File: src/verilog/stsr_pkg.sv
// Shared constants and types for the status reporting and service-request block.
package stsr_pkg;

  // Register widths.
  localparam int STSR_QW = 16;
  localparam int STSR_BW = 8;

  // Questionable data event bit positions.
  localparam int STSR_QB_VOLT_OVLD = 0;
  localparam int STSR_QB_CURR_OVLD = 1;
  localparam int STSR_QB_OHMS_OVLD = 9;
  localparam int STSR_QB_LIM_LO = 11;
  localparam int STSR_QB_LIM_HI = 12;
  localparam logic [15:0] STSR_QEV_USED = 16'h1A03;

  // Standard event bit positions.
  localparam int STSR_SB_OPC = 0;
  localparam int STSR_SB_QUERY_ERR = 2;
  localparam int STSR_SB_DEV_ERR = 3;
  localparam int STSR_SB_EXEC_ERR = 4;
  localparam int STSR_SB_CMD_ERR = 5;
  localparam int STSR_SB_PON = 7;
  localparam logic [7:0] STSR_SEV_USED = 8'hBD;

  // Status byte bit positions.
  localparam int STSR_YB_QUES = 3;
  localparam int STSR_YB_MAV = 4;
  localparam int STSR_YB_STD = 5;
  localparam int STSR_YB_RQS = 6;
  localparam logic [7:0] STSR_SRE_USED = 8'h38;

  // Values after power-on.
  localparam logic [15:0] STSR_QEV_RST = 16'h0000;
  localparam logic [15:0] STSR_QEN_RST = 16'h0000;
  localparam logic [7:0] STSR_SEV_RST = 8'h80;
  localparam logic [7:0] STSR_MASK_CLR = 8'h00;

  // Error queue, reading memory and output buffer sizes.
  localparam int STSR_ERRQ_DEPTH = 20;
  localparam int STSR_ERR_CHARS = 80;
  localparam int STSR_ERR_W = 16;
  localparam int STSR_RDG_DEPTH = 512;
  localparam int STSR_CNT_W = 11;
  localparam logic [10:0] STSR_OUT_MAX = 11'h7FF;

  // Self-test answers.
  localparam logic [15:0] STSR_TST_PASS = 16'h0000;
  localparam logic [15:0] STSR_TST_FAIL = 16'h0001;

  typedef enum logic [3:0] {
    STSR_OP_NONE,
    STSR_OP_CLS,
    STSR_OP_RST,
    STSR_OP_PRESET,
    STSR_OP_OPC,
    STSR_OP_RD_QEV,
    STSR_OP_RD_QEN,
    STSR_OP_WR_QEN,
    STSR_OP_RD_SEV,
    STSR_OP_RD_SEN,
    STSR_OP_WR_SEN,
    STSR_OP_RD_SRE,
    STSR_OP_WR_SRE,
    STSR_OP_RD_STB,
    STSR_OP_FETCH,
    STSR_OP_POINTS
  } stsr_op_t;

  typedef struct packed {
    logic valid;
    stsr_op_t op;
    logic errq;
    logic selftest;
    logic [15:0] data;
  } stsr_cmd_t;

  typedef struct packed {
    logic [15:0] ques;
    logic [7:0] std;
    logic err_push;
    logic [15:0] err_code;
    logic rdg_store;
  } stsr_evt_t;

  typedef struct packed {
    logic valid;
    logic [15:0] data;
  } stsr_resp_t;

  typedef enum logic [0:0] {
    STSR_ST_IDLE,
    STSR_ST_RUN
  } stsr_tst_t;

endpackage

File: src/verilog/stsr_status_srq.sv
// Status byte, event registers, service request, error queue and reading transfer.
//
// Functional notes
// - Status byte summarises the standard event and questionable data groups.
// - Event bits latch on their condition and stay set until cleared.
// - Reading an event register or clear-status clears that event register.
// - Device reset and device clear leave latched event bits alone.
// - Event register read returns the binary weighted sum of set bits.
// - Group summary is OR of event bits whose enable bit is set.
// - Masks are read/write; reading or clear-status never alters them.
// - Status preset clears the questionable enable mask.
// - Message-available follows output buffer contents, clears when all read.
// - Summary bits never latch; clearing an event register clears its summary.
// - Status byte: bits 0,1,2,7 zero; 8 ques, 16 mav, 32 std, 64 rqs.
// - Clear-status clears the ques, std and rqs bits; event read clears its summary bit, and rqs once no masked summary remains.
// - Rising request-service bit asserts the service request line via mask.
// - Request-service clears only by serial poll, clear-status or reading the causing register.
// - Serial poll reads status byte and clears only request-service.
// - Error queue holds 20 entries, returned first in first out.
// - Questionable bits: 0 volt, 1 current, 9 ohms, 11 low, 12 high limit.
// - Standard bits: 0 opc, 2 query, 3 device, 4 exec, 5 command, 7 power-on.
// - Fetch moves stored readings to the output buffer.
// - Report how many readings sit in reading memory.
// - Self-test query runs self-test, answers 0 on pass, 1 on fail.
// - Operation complete sets after all prior commands ran; unused bits zero.
`timescale 1ns/1ps

module stsr_status_srq
  import stsr_pkg::*;
(
  input wire logic mclk_i,
  input wire logic rst_i,
  input wire logic power_on_clear_setting_i,
  input wire stsr_cmd_t cmd_i,
  input wire stsr_evt_t evt_i,
  input wire logic cmds_done_i,
  input wire logic dev_clear_i,
  input wire logic spoll_i,
  input wire logic outbuf_read_i,
  input wire logic selftest_done_i,
  input wire logic selftest_fail_i,
  output stsr_resp_t resp_o,
  output stsr_resp_t poll_o,
  output logic [7:0] status_byte_o,
  output logic output_pending_flag_o,
  output logic srq_o,
  output logic selftest_run_o
);

  // Masked OR of an event register against its enable mask.
  function automatic logic summary_of(input logic [15:0] ev, input logic [15:0] en);
    summary_of = |(ev & en);
  endfunction

  logic [15:0] qev_r;
  logic [15:0] qev_nxt;
  logic [15:0] qen_r;
  logic [7:0] sev_r;
  logic [7:0] sev_nxt;
  logic [7:0] sen_r;
  logic [7:0] sre_r;
  logic [7:0] sre_nxt;
  logic rqs_r;
  logic rqs_nxt;
  logic req_r;
  logic req_nxt;
  logic opc_pend_r;
  logic [STSR_CNT_W-1:0] out_cnt_r;
  logic [STSR_CNT_W-1:0] out_cnt_nxt;
  logic [9:0] rdg_cnt_r;
  logic [STSR_ERR_W-1:0] errq_mem [STSR_ERRQ_DEPTH];
  logic [4:0] errq_head_r;
  logic [4:0] errq_tail_r;
  logic [4:0] errq_cnt_r;
  stsr_tst_t tst_state_r;
  logic [7:0] stb_nxt;

  logic take;
  logic do_cls;
  logic do_preset;
  logic do_opc;
  logic rd_qev;
  logic rd_sev;
  logic do_fetch;
  logic do_err;
  logic do_tst;
  logic reply;
  logic err_push_ok;
  logic err_pop_ok;
  logic opc_set;
  logic ques_sum_nxt;
  logic std_sum_nxt;
  logic mav_nxt;

  // Commands are refused while the self-test runs so its answer never collides.
  assign take = cmd_i.valid && (tst_state_r == STSR_ST_IDLE);
  assign do_cls = take && (cmd_i.op == STSR_OP_CLS);
  assign do_preset = take && (cmd_i.op == STSR_OP_PRESET);
  assign do_opc = take && (cmd_i.op == STSR_OP_OPC);
  assign rd_qev = take && (cmd_i.op == STSR_OP_RD_QEV);
  assign rd_sev = take && (cmd_i.op == STSR_OP_RD_SEV);
  assign do_fetch = take && (cmd_i.op == STSR_OP_FETCH);
  assign do_err = take && cmd_i.errq;
  assign do_tst = take && cmd_i.selftest;
  assign err_pop_ok = do_err && (errq_cnt_r != 5'd0);
  assign err_push_ok = evt_i.err_push && ((errq_cnt_r != 5'(STSR_ERRQ_DEPTH)) || err_pop_ok);
  assign opc_set = (opc_pend_r || do_opc) && cmds_done_i;

  // A reply is one query answer placed in the output buffer.
  always_comb begin
    reply = 1'b0;
    if (take) begin
      unique case (cmd_i.op)
        STSR_OP_RD_QEV, STSR_OP_RD_QEN, STSR_OP_RD_SEV, STSR_OP_RD_SEN,
        STSR_OP_RD_SRE, STSR_OP_RD_STB, STSR_OP_POINTS: begin
          reply = 1'b1;
        end
        default: begin
          reply = 1'b0;
        end
      endcase
      if (cmd_i.errq) begin
        reply = 1'b1;
      end
    end
    if (tst_state_r == STSR_ST_RUN && selftest_done_i) begin
      reply = 1'b1;
    end
  end

  // Event latches: a new condition in the clearing cycle survives the clear.
  always_comb begin
    qev_nxt = qev_r;
    sev_nxt = sev_r;
    if (do_cls || rd_qev) begin
      qev_nxt = STSR_QEV_RST;
    end
    if (do_cls || rd_sev) begin
      sev_nxt = STSR_MASK_CLR;
    end
    qev_nxt = qev_nxt | (evt_i.ques & STSR_QEV_USED);
    sev_nxt = sev_nxt | (evt_i.std & STSR_SEV_USED);
    if (opc_set) begin
      sev_nxt[STSR_SB_OPC] = 1'b1;
    end
  end

  always_comb begin
    sre_nxt = sre_r;
    if (take && cmd_i.op == STSR_OP_WR_SRE) begin
      sre_nxt = cmd_i.data[7:0] & STSR_SRE_USED;
    end
  end

  // Output buffer message count: replies and fetched readings in, reads out.
  always_comb begin
    out_cnt_nxt = out_cnt_r;
    if (dev_clear_i) begin
      out_cnt_nxt = '0;
    end else begin
      if (do_fetch) begin
        out_cnt_nxt = out_cnt_nxt + STSR_CNT_W'(rdg_cnt_r);
      end
      if (reply && out_cnt_nxt != STSR_OUT_MAX) begin
        out_cnt_nxt = out_cnt_nxt + 1'b1;
      end
      if (outbuf_read_i && out_cnt_nxt != '0) begin
        out_cnt_nxt = out_cnt_nxt - 1'b1;
      end
    end
  end

  // Summary bits are recomputed every cycle from the latches, never stored.
  assign ques_sum_nxt = summary_of(qev_nxt, qen_r);
  assign std_sum_nxt = summary_of({8'h00, sev_nxt}, {8'h00, sen_r});
  assign mav_nxt = (out_cnt_nxt != '0);
  assign req_nxt = |({std_sum_nxt, mav_nxt, ques_sum_nxt} & sre_nxt[5:3]);

  always_comb begin
    stb_nxt = 8'h00;
    stb_nxt[STSR_YB_QUES] = ques_sum_nxt;
    stb_nxt[STSR_YB_MAV] = mav_nxt;
    stb_nxt[STSR_YB_STD] = std_sum_nxt;
    stb_nxt[STSR_YB_RQS] = rqs_nxt;
  end

  // Request service sets on a rising masked summary and wins over a clear.
  always_comb begin
    rqs_nxt = rqs_r;
    if (spoll_i || do_cls) begin
      rqs_nxt = 1'b0;
    end else if ((rd_qev || rd_sev) && !req_nxt) begin
      rqs_nxt = 1'b0;
    end
    if (req_nxt && !req_r) begin
      rqs_nxt = 1'b1;
    end
  end

  always_ff @(posedge mclk_i) begin
    if (rst_i) begin
      qev_r <= STSR_QEV_RST;
      sev_r <= STSR_SEV_RST;
    end else begin
      qev_r <= qev_nxt;
      sev_r <= sev_nxt;
    end
  end

  // Reset is power-on; the SRE and standard masks keep their value unless the clear setting is 1; the questionable mask always clears.
  always_ff @(posedge mclk_i) begin
    if (rst_i) begin
      if (power_on_clear_setting_i) begin
        sre_r <= STSR_MASK_CLR;
        sen_r <= STSR_MASK_CLR;
      end
      qen_r <= STSR_QEN_RST;
    end else begin
      sre_r <= sre_nxt;
      if (take && cmd_i.op == STSR_OP_WR_SEN) begin
        sen_r <= cmd_i.data[7:0] & STSR_SEV_USED;
      end
      if (do_preset) begin
        qen_r <= STSR_QEN_RST;
      end else if (take && cmd_i.op == STSR_OP_WR_QEN) begin
        qen_r <= cmd_i.data & STSR_QEV_USED;
      end
    end
  end

  always_ff @(posedge mclk_i) begin
    if (rst_i) begin
      rqs_r <= 1'b0;
      req_r <= 1'b0;
      srq_o <= 1'b0;
      status_byte_o <= 8'h00;
      output_pending_flag_o <= 1'b0;
    end else begin
      rqs_r <= rqs_nxt;
      req_r <= req_nxt;
      srq_o <= rqs_nxt;
      status_byte_o <= stb_nxt;
      output_pending_flag_o <= mav_nxt;
    end
  end

  // Serial poll answers one cycle after the poll and disturbs nothing but the request bit.
  always_ff @(posedge mclk_i) begin
    if (rst_i) begin
      poll_o <= '0;
    end else begin
      poll_o.valid <= spoll_i;
      poll_o.data <= {8'h00, stb_nxt[7:STSR_YB_RQS+1], rqs_r, stb_nxt[STSR_YB_STD:0]};
    end
  end

  always_ff @(posedge mclk_i) begin
    if (rst_i || dev_clear_i) begin
      opc_pend_r <= 1'b0;
    end else if (opc_set) begin
      opc_pend_r <= 1'b0;
    end else if (do_opc) begin
      opc_pend_r <= 1'b1;
    end
  end

  always_ff @(posedge mclk_i) begin
    if (rst_i) begin
      out_cnt_r <= '0;
    end else begin
      out_cnt_r <= out_cnt_nxt;
    end
  end

  // Reading memory count; a store in the fetch cycle stays in memory.
  always_ff @(posedge mclk_i) begin
    if (rst_i) begin
      rdg_cnt_r <= '0;
    end else if (do_fetch) begin
      rdg_cnt_r <= {9'h000, evt_i.rdg_store};
    end else if (evt_i.rdg_store && rdg_cnt_r != 10'(STSR_RDG_DEPTH)) begin
      rdg_cnt_r <= rdg_cnt_r + 1'b1;
    end
  end

  // Error queue keeps codes only; text of up to STSR_ERR_CHARS lives in firmware.
  always_ff @(posedge mclk_i) begin
    if (err_push_ok) begin
      errq_mem[errq_tail_r] <= evt_i.err_code;
    end
  end

  always_ff @(posedge mclk_i) begin
    if (rst_i) begin
      errq_head_r <= '0;
      errq_tail_r <= '0;
      errq_cnt_r <= '0;
    end else begin
      if (err_push_ok) begin
        errq_tail_r <= (errq_tail_r == 5'(STSR_ERRQ_DEPTH - 1)) ? 5'd0 : errq_tail_r + 1'b1;
      end
      if (err_pop_ok) begin
        errq_head_r <= (errq_head_r == 5'(STSR_ERRQ_DEPTH - 1)) ? 5'd0 : errq_head_r + 1'b1;
      end
      if (err_push_ok && !err_pop_ok) begin
        errq_cnt_r <= errq_cnt_r + 1'b1;
      end else if (err_pop_ok && !err_push_ok) begin
        errq_cnt_r <= errq_cnt_r - 1'b1;
      end
    end
  end

  always_ff @(posedge mclk_i) begin
    if (rst_i) begin
      tst_state_r <= STSR_ST_IDLE;
      selftest_run_o <= 1'b0;
    end else begin
      selftest_run_o <= 1'b0;
      unique case (tst_state_r)
        STSR_ST_IDLE: begin
          if (do_tst) begin
            tst_state_r <= STSR_ST_RUN;
            selftest_run_o <= 1'b1;
          end
        end
        STSR_ST_RUN: begin
          if (selftest_done_i) begin
            tst_state_r <= STSR_ST_IDLE;
          end
        end
      endcase
    end
  end

  // Query answers, one cycle after the command is taken.
  always_ff @(posedge mclk_i) begin
    if (rst_i) begin
      resp_o <= '0;
    end else begin
      resp_o.valid <= reply;
      resp_o.data <= 16'h0000;
      if (tst_state_r == STSR_ST_RUN && selftest_done_i) begin
        resp_o.data <= selftest_fail_i ? STSR_TST_FAIL : STSR_TST_PASS;
      end else if (take && cmd_i.errq) begin
        resp_o.data <= err_pop_ok ? errq_mem[errq_head_r] : 16'h0000;
      end else if (take) begin
        unique case (cmd_i.op)
          STSR_OP_RD_QEV: resp_o.data <= qev_r;
          STSR_OP_RD_SEV: resp_o.data <= {8'h00, sev_r};
          STSR_OP_RD_QEN: resp_o.data <= qen_r;
          STSR_OP_RD_SEN: resp_o.data <= {8'h00, sen_r};
          STSR_OP_RD_SRE: resp_o.data <= {8'h00, sre_r};
          STSR_OP_RD_STB: resp_o.data <= {8'h00, stb_nxt};
          STSR_OP_POINTS: resp_o.data <= {6'h00, rdg_cnt_r};
          default: resp_o.data <= 16'h0000;
        endcase
      end
    end
  end

endmodule

File: config.mk
export PLATFORM = sky130hd
export DESIGN_NAME = stsr_status_srq
export DESIGN_NICKNAME = d
export VERILOG_FILES = /design/src/verilog/stsr_pkg.sv /design/src/verilog/stsr_status_srq.sv
export SDC_FILE = /design/constraint.sdc
export NUM_CORES = 1
export LEC_CHECK = 0
export BUFFER_PORTS_ARGS = -buffer_cell sky130_fd_sc_hd__buf_4
export CAP_MARGIN = 20
export CORE_MARGIN = 8
export CORE_UTILIZATION = 54
export CTS_BUF_LIST = sky130_fd_sc_hd__clkbuf_16
export DETAILED_ROUTE_END_ITERATION = 7
export PLACE_DENSITY = 0.69
export SLEW_MARGIN = 10
export SYNTH_ARGS = -nofsm -noshare
export SYNTH_HDL_FRONTEND = slang
export SYNTH_SLANG_ARGS = --single-unit
File: constraint.sdc
create_clock -name mclk_i -period 7.6 [get_ports mclk_i]
set_input_delay 0.76 -clock mclk_i [delete_from_list [all_inputs] [get_ports mclk_i]]
set_output_delay 0.76 -clock mclk_i [all_outputs]
set_load 0.01 [all_outputs]
After elaboration in Yosys (flattened, before gate mapping)
Memory sizes are Yosys's and may differ from the RTL's. A register that Yosys moved wholly into a read port is not among the register bits.
Index checks and enable logic that the tools add are counted.
{ "classes": {"n_mux": 40, "add_sub_neg": 8, "eq_ne": 20, "bitwise_logic": 6, "n_reduce_logical": 51} }
{ "op_table": {"columns": ["op", "n"], "rows": [
  ["$pmux W16 S7", 1],
  ["$mux W16", 5],
  ["$mux W11", 6],
  ["$mux W8", 6],
  ["$eq A4 B4 Y1 const B", 8],
  ["$reduce_or A16 Y1", 2],
  ["$mux W5", 6],
  ["$logic_and A1 B1 Y1", 23],
  ["$reduce_bool A11 Y1", 2],
  ["$and A16 B13 Y16", 1],
  ["$eq A4 B3 Y1 const B", 4],
  ["$or A16 B13 Y16", 1],
  ["$add A5 B1 Y5 const B", 3],
  ["$mux W1", 15],
  ["$add A11 B1 Y11 const B", 1],
  ["$add A11 B10 Y11", 1],
  ["$ne A11 B11 Y1 const B", 1],
  ["$sub A11 B1 Y11 const B", 1],
  ["$add A10 B1 Y10 const B", 1],
  ["$eq A5 B5 Y1 const B", 2],
  ["$ne A10 B10 Y1 const B", 1],
  ["$and A8 B8 Y8", 1],
  ["$or A8 B8 Y8", 1],
  ["$reduce_bool A2 Y1", 4],
  ["other kinds (15)", 28]
]} }
{ "word_totals": {"output_inout_bits": 45, "inputBits": 74, "elab_cells": 151, "n_memories": 1, "ff_bits": 129, "ram_bits": 320} }
{ "memory_table": {"columns": ["memory", "words", "width", "rd", "rd_clocked_by_memory_dff", "wr", "line", "source"], "rows": [
  ["errq_mem", 20, 16, 1, 1, 1, "stsr_status_srq.sv:71", "logic [STSR_ERR_W-1:0] errq_mem [STSR_ERRQ_DEPTH];"]
]} }

Depth between registers and ports, before layout
Gate-level depths: netlist of the first run.
{ "depth": {"word_depth": 25, "mapped_depth": 25, "depth_no_buf": 22} }

Least setup slack after synthesis of the first run
OpenSTA, ideal clock, no wires.
{ "synth_timing": {"path_kind": "in2reg", "startpoint": "input cmd_i[20] (netlist bit)", "endpoint": "register resp_o[6] (netlist bit)", "arrival_time_ns": 5.933, "required_time_ns": 7.479, "stages": 24, "setup_slack_ns": 1.547, "setup_time_ns": 0.121, "path_buffers": 4, "cell_sequence": "buf_2 > and2_1 > buf_2 > nand2_1 > buf_2 > buf_1 > mux2i_1 > inv_1 > ha_1 > o21ai_0 > a2111oi_2 > a21oi_1 > mux2i_1 > ha_1 > o221a_2 > a31o_2 > o21ai_0 > nor4_1 > nand3b_1 > nand2_1 > or4_1 > or3_4 > a31oi_2 > o21ai_1"} }
{ "synth_between": {"elab_chain_cells": 25, "elab_cells_between_ends": 63, "classes_between": "add/sub: 2; eq/ne: 12; mux: 21; bitwise: 5; reduce/logical: 23"} }
{ "synth_lines": {"columns": ["element", "line", "source"], "rows": [
  ["start: declaration", "stsr_status_srq.sv:34", "input wire stsr_cmd_t cmd_i,"],
  ["parallel branches: the longest is 21 deep, another holds $add A11 B1 Y11", null, null],
  ["$pmux W16 S7 (*)", "stsr_status_srq.sv:347", "unique case (cmd_i.op)"],
  ["$mux W16 (*)", "stsr_status_srq.sv:346", "end else if (take) begin"],
  ["$mux W16 (*)", "stsr_status_srq.sv:344", "end else if (take && cmd_i.errq) begin"],
  ["$mux W16 (*)", "stsr_status_srq.sv:342", "if (tst_state_r == STSR_ST_RUN && selftest_done_i) begin"],
  ["end: declaration", "stsr_status_srq.sv:42", "output stsr_resp_t resp_o,"]
]} }
Every way passes the cells marked *. The select of a mux whose other input is x is not followed.
A chain may end at the register's enable or synchronous reset.

Final worst setup path of the first run
{ "layout_timing": {"startpoint": "register rdg_cnt_r[0]", "endpoint": "register resp_o[6] (netlist bit)"} }
{ "layout_between": {"elab_chain_cells": 23, "elab_cells_between_ends": 26, "classes_between": "add/sub: 3; eq/ne: 1; mux: 13; bitwise: 1; reduce/logical: 8"} }
{ "layout_lines": {"columns": ["element", "line", "source"], "rows": [
  ["start: declaration", "stsr_status_srq.sv:70", "logic [9:0] rdg_cnt_r;"],
  ["start signal: assignment", "stsr_status_srq.sv:280", "rdg_cnt_r <= {9'h000, evt_i.rdg_store};"],
  ["start signal: assignment", "stsr_status_srq.sv:282", "rdg_cnt_r <= rdg_cnt_r + 1'b1;"],
  ["$add A11 B10 Y11 (*)", "stsr_status_srq.sv:162", "out_cnt_nxt = out_cnt_nxt + STSR_CNT_W'(rdg_cnt_r);"],
  ["$mux W11 (*)", "stsr_status_srq.sv:161", "if (do_fetch) begin"],
  ["$mux W11 (*)", "stsr_status_srq.sv:158", "if (dev_clear_i) begin"],
  ["parallel branches: the longest is 2 deep, another holds $add A11 B1 Y11", null, null],
  ["$mux W11 (*)", "stsr_status_srq.sv:164", "if (reply && out_cnt_nxt != STSR_OUT_MAX) begin"],
  ["$mux W11 (*)", "stsr_status_srq.sv:158", null],
  ["parallel branches: the longest is 2 deep, another holds $sub A11 B1 Y11", null, null],
  ["$mux W11 (*)", "stsr_status_srq.sv:167", "if (outbuf_read_i && out_cnt_nxt != '0) begin"],
  ["[5 not listed]", null, null],
  ["$logic_and A1 B1 Y1", "stsr_status_srq.sv:192", "end else if ((rd_qev || rd_sev) && !req_nxt) begin"],
  ["$mux W1", "stsr_status_srq.sv:192", null],
  ["$mux W1", "stsr_status_srq.sv:190", "if (spoll_i || do_cls) begin"],
  ["$mux W1 (*)", "stsr_status_srq.sv:195", "if (req_nxt && !req_r) begin"],
  ["$pmux W16 S7 (*)", "stsr_status_srq.sv:347", null],
  ["$mux W16 (*)", "stsr_status_srq.sv:346", null],
  ["$mux W16 (*)", "stsr_status_srq.sv:344", null],
  ["$mux W16 (*)", "stsr_status_srq.sv:342", null]
]} }
Marks and branches as above.

==> results of run 1 <==
routing by layer:
layer  vias to the layer above  GRT usage (%)  wire length (um)  part of all wire (%)
met3                        78          3.430              2841                   7.1
met1                      5235          26.98             16590                    41
met2                       376          34.24             19540                    49
met4                         0          7.273              1192                   3.0
li1                       4753              -                 -                     -
met5                         -              0                 0                     0
logic make-up after synthesis:
logic type | after synthesis | synth area share (%)
AO/OA/AOI/OAI | 180 | 7.269
XOR/XNOR | 29 | 1.420
adder cells (fa/ha/maj) | 25 | 1.833
buffers and inverters | 90 | 2.372
flip-flops | 413 | 64.65
multiplexers | 130 | 14.02
other | 1 | 0.02097
AND/OR/NAND/NOR | 304 | 8.417
metrics by stage:
step,utilization [%],setup WS [ns],hold slack [ns]
5_1_grt,62.42,0.7161,0.3780
6_report,62.42,1.144,0.3989
2_1_floorplan,-,1.547,0.4413
3_3_place_gp,58.02,0.9497,0.4569
4_1_cts,62.35,1.230,0.3801
3_5_place_dp,58.26,0.9636,0.4664
worst paths after layout:
path / from / end / slack (ns) / depth (start not counted)
max: rdg_cnt_r[0] / resp_o[6] / 1.14 / 21
min: cmds_done_i / opc_pend_r / 0.40 / 2
max reg2reg: rdg_cnt_r[0] / resp_o[6] / 1.14 / 21
min reg2reg: qen_r[12] / qen_r[12] / 0.47 / 2
final cells by class:
| class | instances | area (um2) |
|---|---|---|
| Clock buffer | 43 | 1076 |
| Inverter | 17 | 63.81 |
| Tap cell | 442 | 553.0 |
| Timing Repair Buffer | 107 | 844.6 |
| Sequential cell | 413 | 11570 |
| Clock inverter | 34 | 256.5 |
| Fill cell | 2398 | 12260 |
| Multi-Input combinational cell | 684 | 5997 |
flip-flops by register name, indices dropped and copies added, names as in the netlist, 6 cells and up, named ones only:
| signal | count |
|---|---|
| rdg_cnt_r | 10 |
| errq_mem | 320 |
| sev_r | 6 |
| resp_o | 17 |
| sen_r | 6 |
| out_cnt_r | 11 |
critical path, stage by stage, from the launching register on:
cell and delay [ns]:
dfxtp_1 0.48, ha_1 0.23, inv_1 0.06, fa_1 0.42, nand2b_1 0.21, a211oi_1 0.45, o21ai_0 0.21, a32o_1 0.38
a2111oi_2 0.57, a21oi_1 0.27, xnor2_1 0.23, inv_1 0.08, ha_1 0.27, o221a_2 0.27, a221oi_1 0.12, nor4_1 0.64
nand3b_1 0.21, nand2_1 0.06, or4_1 0.51, or3_4 0.44, a31oi_2 0.16, o21ai_1 0.09
synthesized netlist by cell type, drive strengths merged, types with 4 or more instances:
| cell | number | area share [%] |
|---|---|---|
| and3 | 7 | 0.24 |
| edfxtp | 329 | 55 |
| nand2b | 14 | 0.49 |
| clkbuf | 35 | 0.73 |
| or2 | 6 | 0.21 |
| mux2i | 30 | 1.7 |
| nand4 | 7 | 0.24 |
| o21a | 6 | 0.25 |
| buf | 38 | 1.3 |
| nor3 | 9 | 0.25 |
| nor2b | 25 | 0.87 |
| a221oi | 7 | 0.38 |
| a32oi | 4 | 0.20 |
| a21o | 16 | 0.67 |
| ha | 23 | 1.6 |
| nand3 | 23 | 0.64 |
| a21boi | 5 | 0.23 |
| dfxtp | 84 | 9.4 |
| a31oi | 8 | 0.31 |
| nand2 | 59 | 1.2 |
| xnor2 | 14 | 0.69 |
| a21oi | 45 | 1.3 |
| xor2 | 15 | 0.73 |
| or3 | 13 | 0.51 |
| nand3b | 4 | 0.17 |
| inv | 17 | 0.36 |
| nor2 | 113 | 2.4 |
| a211oi | 7 | 0.29 |
| nor3b | 6 | 0.25 |
| a22o | 4 | 0.20 |
| o21ai | 22 | 0.62 |
| mux4 | 96 | 12 |
| a22oi | 8 | 0.41 |
| nor4 | 4 | 0.14 |
| o22a | 6 | 0.29 |
| mux2 | 4 | 0.25 |
power by group through the flow:
| stage | combinational (mW) | sequential, mW | clock (mW) |
|---|---|---|---|
| after floorplan | 0.586 | 2.59 | 0 |
| after global placement | 0.738 | 2.64 | 0 |
| after detailed placement | 0.754 | 2.64 | 0 |
| after CTS | 0.759 | 2.60 | 2.03 |
| after global routing | 0.820 | 2.61 | 2.11 |
| final | 0.751 | 2.59 | 1.99 |
==> results.py, run 1 <==
metrics = {
    "clock_network": {
        "cts.sinks": 413,
        "clkLatencyLatePin_ns": 0.54,
        "ctsResizeCount": 0,
        "cts.htree.levels": 2,
        "clk_pin_slew_ns": 0.06,
        "clockBufferDepth": 3,
        "ctsHoldBuffers": 0,
        "cts_tree": "yes",
        "post_cts_buffers": 0,
        "root_buffer": "clkbuf_16",
        "numCtsBuffers": 43,
    },
    "critical_path": {
        "critPathArrivalTime_ns": 6.87,
        "critPathMaxFanout": 6,
        "critPathCaptureType": "flip-flop",
        "path_class": "flip-flop to flip-flop",
        "startpoint_type": "flip-flop",
        "crit_required_ns": 8.02,
    },
    "timing": {
        "maxSlewViolCount": 0,
        "maxSlewHeadroom_pct": 29.47,
        "hold_viol": 0,
        "fin_crit_sh_pct": 84.95,
        "min_period_ns": 6.456,
        "setup-violations-final": 0,
        "rsz0062_at_grt": "no",
        "tightest_slew_ns": 1.056,
        "setup_tns_ns": 0,
        "fmax_mhz": 154.9,
        "skew_ns": 0.01073,
    },
    "place": {
        "dp_hpwl_mm": 26.50,
        "portBuffers": 83,
        "gp_congestion": 0.8725,
        "post-place-cells": 1661,
        "place_area_mm2": 0.01900,
    },
    "logic_synthesis": {
        "synth_cells": 1172,
        "synthArstFlopShare_pct": 0,
        "synth.yosys.seq_area_share_pct": 64.65,
        "synth_warnings": 0,
        "ys.flop_type": "edfxtp_1",
        "synth_edf_count": 329,
        "synth_seq_cells": 413,
        "synth.avg_cell_area_um2": 15.26,
        "syn-cell-area_mm2": 0.01788,
        "synth.lib_cells_used.distinct": 77,
    },
    "layout": {
        "synthToLayoutAreaGrowth_pct": 13.85,
        "layout_common_cells": "329 x edfxtp_1, 99 x buf_4, 96 x nor2_1, 96 x mux4_2, 82 x dfxtp_1",
        "layout-drive-gt1-share_pct": 23.42,
        "antenna_cells": 0,
        "fin_nets": 1365,
        "layout_commonest_cell": "edfxtp_1",
        "finish.instance_area_mm2": 0.02036,
        "final_cells": 1740,
    },
    "run": {
        "maxCapViolCount": 0,
    },
    "power_and_ir_drop": {
        "pwr-share-comb_pct": 14.1,
        "clkPwrFrac_pct": 37.3,
        "power.internal_mw": 4.024,
        "p_switching_mw": 1.310,
        "seq_power_share_pct": 48.6,
        "power_density_mw_per_mm2": 262.0,
        "peakVddDrop_uv": 221.0,
        "power.leakage_nw": 6.842,
        "power_mw": 5.334,
        "sw_frac_of_total_pct": 24.55,
    },
    "floorplanning": {
        "die_area_mm2": 0.03920,
        "fp.coreArea_mm2": 0.03262,
        "die_width_um": 198.0,
        "die_h_um": 198.0,
        "io_pins": 119,
        "fp-row-count": 66,
        "start_util_pct": 54.83,
    },
    "routing": {
        "dr.pass1.iters": 5,
        "vias": 10440,
        "routedWlPerCell_um": 23.08,
        "drt-total-wl_mm": 40.17,
        "drc": 0,
        "detail-route-antenna-nets": 0,
        "via_per_inst": 6.001,
        "first_iter_violations": 949,
    },
    "run_status": {
        "status": "completed",
    },
    "grt": {
        "antenna_found_initial": 0,
        "grt_pass1_wl_mm": 61.87,
        "grt_pass1_vias": 10670,
        "overflow": 0,
        "grt_max_degree": 57,
        "grt_util_all_layers_pct": 20.52,
    },
    "hold_path": {
        "hold_path.class": "input pin to flip-flop",
    },
}
Power figures use the tool's default switching activity.
==> run 2: changes to the inputs <==
Settings changed: PLACE_DENSITY 0.69 to 0.72.
Clock period 7.6 ns to 5.47 ns, I/O delays scaled along.
==> results.py, run 2 (same netlist as run 1, synthesis figures left out) <==
metrics = {
    "run_status": {
        "status": "completed",
    },
    "floorplanning": {
        "fp-row-count": 66,
        "die_area_mm2": 0.03920,
        "start_util_pct": 54.83,
        "fp.coreArea_mm2": 0.03262,
        "io_pins": 119,
        "die_width_um": 198.0,
        "die_h_um": 198.0,
    },
    "critical_path": {
        "reg2reg_depth": 21,
        "startpoint_type": "flip-flop",
        "r2r_end": "resp_o[6]",
        "path_class": "flip-flop to flip-flop",
        "critPathCaptureType": "flip-flop",
        "critPathArrivalTime_ns": 5.76,
        "r2r_start": "out_cnt_r[0]",
        "crit_required_ns": 5.90,
        "critPathMaxFanout": 4,
        "reg2reg_slack_ns": 0.15,
    },
    "timing": {
        "fin_crit_sh_pct": 97.33,
        "tightest_slew_ns": 1.100,
        "setup-violations-final": 0,
        "fmax_mhz": 187.8,
        "skew_ns": 0.02806,
        "maxSlewViolCount": 0,
        "maxSlewHeadroom_pct": 26.56,
        "min_period_ns": 5.324,
        "hold-worst-slack_ns": 0.1643,
        "hold_viol": 0,
    },
    "layout": {
        "layout_commonest_cell": "edfxtp_1",
        "antenna_cells": 0,
        "largest_reg_flops": 320,
        "largest_registers": "errq_mem x320, resp_o x17, out_cnt_r x11",
        "fillers": 2328,
        "synthToLayoutAreaGrowth_pct": 16.48,
        "fin_nets": 1393,
        "finish.instance_area_mm2": 0.02083,
        "layout-drive-gt1-share_pct": 26.13,
        "largest-register": "errq_mem",
        "layout_common_cells": "329 x edfxtp_1, 123 x buf_4, 96 x mux4_2, 95 x nor2_1, 82 x dfxtp_1",
        "fin_util_pct": 63.86,
    },
    "routing": {
        "via_per_inst": 6.066,
        "first_iter_violations": 941,
        "routedWlPerCell_um": 23.34,
        "maxUsedRoutingLayer": "met5",
        "detail-route-antenna-nets": 0,
        "wl_met3_mm": 2.786,
        "drt-total-wl_mm": 41.30,
        "wl_met1_mm": 16.75,
        "vias": 10740,
        "drc": 0,
        "met2_length_mm": 20.59,
        "dr.pass1.iters": 6,
    },
    "power_and_ir_drop": {
        "peakVddDrop_uv": 279.1,
        "power_density_mw_per_mm2": 367.5,
        "power.leakage_nw": 7.045,
        "power_mw": 7.656,
    },
    "hold_path": {
        "worstHoldEndpoint": "opc_pend_r",
        "hold_depth": 2,
        "hp-start": "cmds_done_i",
        "hold_path.class": "input pin to flip-flop",
    },
    "place": {
        "gp_congestion": 0.8896,
        "dp_hpwl_mm": 26.96,
        "place_area_mm2": 0.01921,
        "portBuffers": 83,
    },
    "clock_network": {
        "clk_pin_slew_ns": 0.06,
        "clkLatencyLatePin_ns": 0.56,
        "clockBufferDepth": 3,
        "root_buffer": "clkbuf_16",
        "numCtsBuffers": 43,
        "cts_tree": "yes",
        "cts.sinks": 413,
        "cts.htree.levels": 2,
    },
    "grt": {
        "overflow": 0,
        "grt_pass1_vias": 10760,
        "grt_pass1_wl_mm": 62.99,
        "grt_util_all_layers_pct": 21.06,
        "grt_max_degree": 61,
        "antenna_found_initial": 1,
    },
    "run": {
        "maxCapViolCount": 0,
    },
}
-- run 2: cell count changes in the layout (fill, tap and decap cells not counted), sizes merged --
cell,previous run,this run
bufinv,3,6
inv,36,29
clkinv,10,17
clkinvlp,2,1
buf,107,135
-- run 2: area by class of cell --
type / count / area (um2) / share of cell area, %
clock inverter: 36 / 360.3 / 1.730
tap: 442 / 553.0 / 2.655
multi-input combinational: 684 / 6096 / 29.26
clock buffer: 43 / 1076 / 5.165
timing repair buffer: 135 / 1114 / 5.346
sequential: 413 / 11570 / 55.53
inverter: 17 / 63.81 / 0.3063
-- run 2: through the flow --
stage                     std cells  setup WS [ns]  setup TNS, ns
after global placement         1675         0.1597              0
after detailed placement       1682        0.08424              0
after CTS                      1761        0.06294              0
after global routing           1770        -0.1001        -0.2639
final                          1770         0.1463              0
after floorplan                1187        0.01055              0
-- run 2: how the worst max path moves through the flow --
| stage | startpoint | to | slack (ns) | depth (start not counted) |
|---|---|---|---|---|
| after floorplan | cmd_i[20] | resp_o[6] | 0.01 | 24 |
| after global placement | out_cnt_r[0] | resp_o[6] | 0.16 | 21 |
| after detailed placement | rdg_cnt_r[1] | resp_o[6] | 0.08 | 20 |
| after CTS | out_cnt_r[0] | resp_o[6] | 0.06 | 21 |
| after global routing | out_cnt_r[0] | resp_o[6] | -0.10 | 21 |
| final | out_cnt_r[0] | resp_o[6] | 0.15 | 21 |
-- run 2: timing repair --
item / in CTS / in global routing
setup buffers: 0 / 5
hold buffers: 0 / 0
resized for setup: 0 / 12
setup endpoints to repair: 0 / 5
-- run 2: where the power goes --
part	total, mW	switching, mW	leakage [nW]	internal (mW)
clock network	2.94	1.21	0.734	1.73
registers	3.58	0.0952	3.66	3.48
logic	1.14	0.572	2.65	0.568
total	7.66	1.87	7.04	5.78
-- run 2: routing by layer --
metal / vias up / global-route usage (%)
li1: 4810 / -
met1: 5451 / 27.37
met2: 397 / 35.58
met3: 77 / 3.565
met4: 2 / 7.273
met5: - / 0
-- run 2: worst max-delay path, cell delays in order (launching register included) --
cell and delay [ns]:
dfxtp_1 0.36, ha_1 0.18, inv_1 0.05, fa_1 0.42, nand2b_4 0.19, a211oi_4 0.30, or4_1 0.18, nand4_1 0.23
a2111oi_4 0.49, a21oi_4 0.14, mux2i_2 0.23, ha_1 0.20, o221a_2 0.25, a31o_2 0.13, o21ai_0 0.10, nor4_2 0.31
nand3b_1 0.17, nand2_1 0.06, or4_1 0.51, or3_4 0.45, a31oi_2 0.17, o21ai_1 0.10
==> run 3: changes to the inputs <==
Settings changed: CTS_CLUSTER_SIZE set to 14, PLACE_DENSITY 0.72 to 0.69, REMOVE_ABC_BUFFERS set to 1.
Clock period 5.47 ns to 5.8 ns, I/O delays scaled along.
==> results.py, run 3 (same netlist as run 1, synthesis figures left out) <==
metrics = {
    "critical_path": {
        "crit_family": "compound AO/OA/AOI/OAI gates",
        "startpoint_type": "flip-flop",
        "critPathCaptureType": "flip-flop",
        "critPathMaxFanout": 6,
        "cp_cell_sequence": "ha_1 -> or2_2 -> a41oi_2 -> mux2_2 -> a32o_1 -> a2111oi_2 -> a21oi_1 -> mux2i_1 -> ha_1 -> o221a_2 -> a31o_2 -> o21ai_0 -> nor4_1 -> buf_4 -> a21boi_1 -> buf_4 -> o22ai_1 -> a21oi_1 -> or3_4 -> a31oi_2 -> o21ai_1",
        "path_class": "flip-flop to flip-flop",
        "critPathSlowestCell": "or3_4",
        "path_buf_inv": 2,
        "crit_required_ns": 6.22,
        "max_stage_delay_ns": 0.42,
        "critPathArrivalTime_ns": 5.81,
    },
    "timing": {
        "rsz0062_at_grt": "no",
        "skew_ns": 0.02258,
        "fmax_mhz": 185.4,
        "tightest_slew_ns": 1.144,
        "maxSlewViolCount": 0,
        "maxSlewHeadroom_pct": 22.95,
        "setup_tns_ns": 0,
        "setup-violations-final": 0,
        "min_period_ns": 5.393,
        "fin_crit_sh_pct": 92.98,
        "hold_viol": 0,
    },
    "routing": {
        "drt-total-wl_mm": 42.32,
        "via_per_inst": 6.023,
        "routedWlPerCell_um": 23.94,
        "drc": 0,
        "first_iter_violations": 1030,
        "dr.pass1.iters": 6,
        "detail-route-antenna-nets": 0,
        "vias": 10650,
    },
    "floorplanning": {
        "die_h_um": 198.0,
        "die_width_um": 198.0,
        "die_area_mm2": 0.03920,
        "start_util_pct": 54.83,
        "fp-row-count": 66,
        "io_pins": 119,
        "fp.coreArea_mm2": 0.03262,
    },
    "grt": {
        "overflow": 0,
        "grt_pass1_wl_mm": 63.21,
        "grt_util_all_layers_pct": 21.39,
        "grt_max_degree": 57,
        "antenna_found_initial": 1,
        "grt_pass1_vias": 10630,
    },
    "layout": {
        "layout_commonest_cell": "edfxtp_1",
        "fin_util_pct": 63.06,
        "finish.instance_area_mm2": 0.02057,
        "layout_common_cells": "329 x edfxtp_1, 132 x buf_4, 96 x mux4_2, 93 x nor2_1, 82 x dfxtp_1",
        "largest_reg_flops": 320,
        "synthToLayoutAreaGrowth_pct": 15.02,
        "layout-drive-gt1-share_pct": 25.21,
        "largest_registers": "errq_mem x320, resp_o x17, out_cnt_r x11",
        "fin_nets": 1390,
        "largest-register": "errq_mem",
    },
    "clock_network": {
        "cts.sinks": 413,
        "clkLatencyLatePin_ns": 0.55,
        "cts.htree.levels": 2,
        "clk_pin_slew_ns": 0.06,
        "numCtsBuffers": 42,
        "ctsHoldBuffers": 0,
        "clockBufferDepth": 3,
        "cts_tree": "yes",
        "root_buffer": "clkbuf_16",
    },
    "place": {
        "dp_hpwl_mm": 26.43,
        "place_area_mm2": 0.01919,
        "gp_congestion": 0.9146,
        "portBuffers": 83,
    },
    "hold_path": {
        "hold_path.class": "input pin to flip-flop",
    },
    "power_and_ir_drop": {
        "peakVddDrop_uv": 314.3,
        "power_mw": 7.065,
        "power_density_mw_per_mm2": 343.5,
        "power.leakage_nw": 6.939,
    },
    "run_status": {
        "status": "completed",
    },
    "run": {
        "maxCapViolCount": 0,
    },
}
## run 3: power by group
group          switching, mW  internal (mW)  total, mW
registers              0.102           3.29       3.39
logic                  0.500          0.521       1.02
clock network           1.13           1.53       2.66
total                   1.73           5.33       7.06
## run 3: metrics by stage
stage          instances  setup WS, ns  hold WS [ns]
2_1_floorplan       1114        0.2185        0.4352
6_report            1768        0.4071        0.2172
5_1_grt             1768       0.01347        0.2002
4_1_cts             1766        0.2628        0.1923
3_3_place_gp        1688        0.3180        0.4591
3_5_place_dp        1688        0.3070        0.4671
## run 3: worst paths after layout
path	startpoint	endpoint	slack, ns	cells after the start
setup / recovery	out_cnt_r[2]	resp_o[6]	0.41	21
hold / removal	cmds_done_i	opc_pend_r	0.22	2
setup reg to reg	out_cnt_r[2]	resp_o[6]	0.41	21
hold reg to reg	qen_r[1]	qen_r[1]	0.47	2
## run 3: cell type report
cell class,count,area [um2]
Antenna cell,1,2.502
Inverter,17,63.81
Timing Repair Buffer,133,1011
Clock inverter,35,271.5
Multi-Input combinational cell,684,6023
Sequential cell,413,11570
Fill cell,2355,12050
Clock buffer,43,1076
Tap cell,442,553.0
## run 3: timing repair
action,CTS,global route
resized for setup,0,3
setup endpoints to repair,0,5
setup buffers,0,1
## run 3: metal layers
layer	GRT usage, %	wire length (um)
met5	0	0
met4	7.356	1279
met3	3.973	3025
met2	36.75	20920
met1	27.05	17090
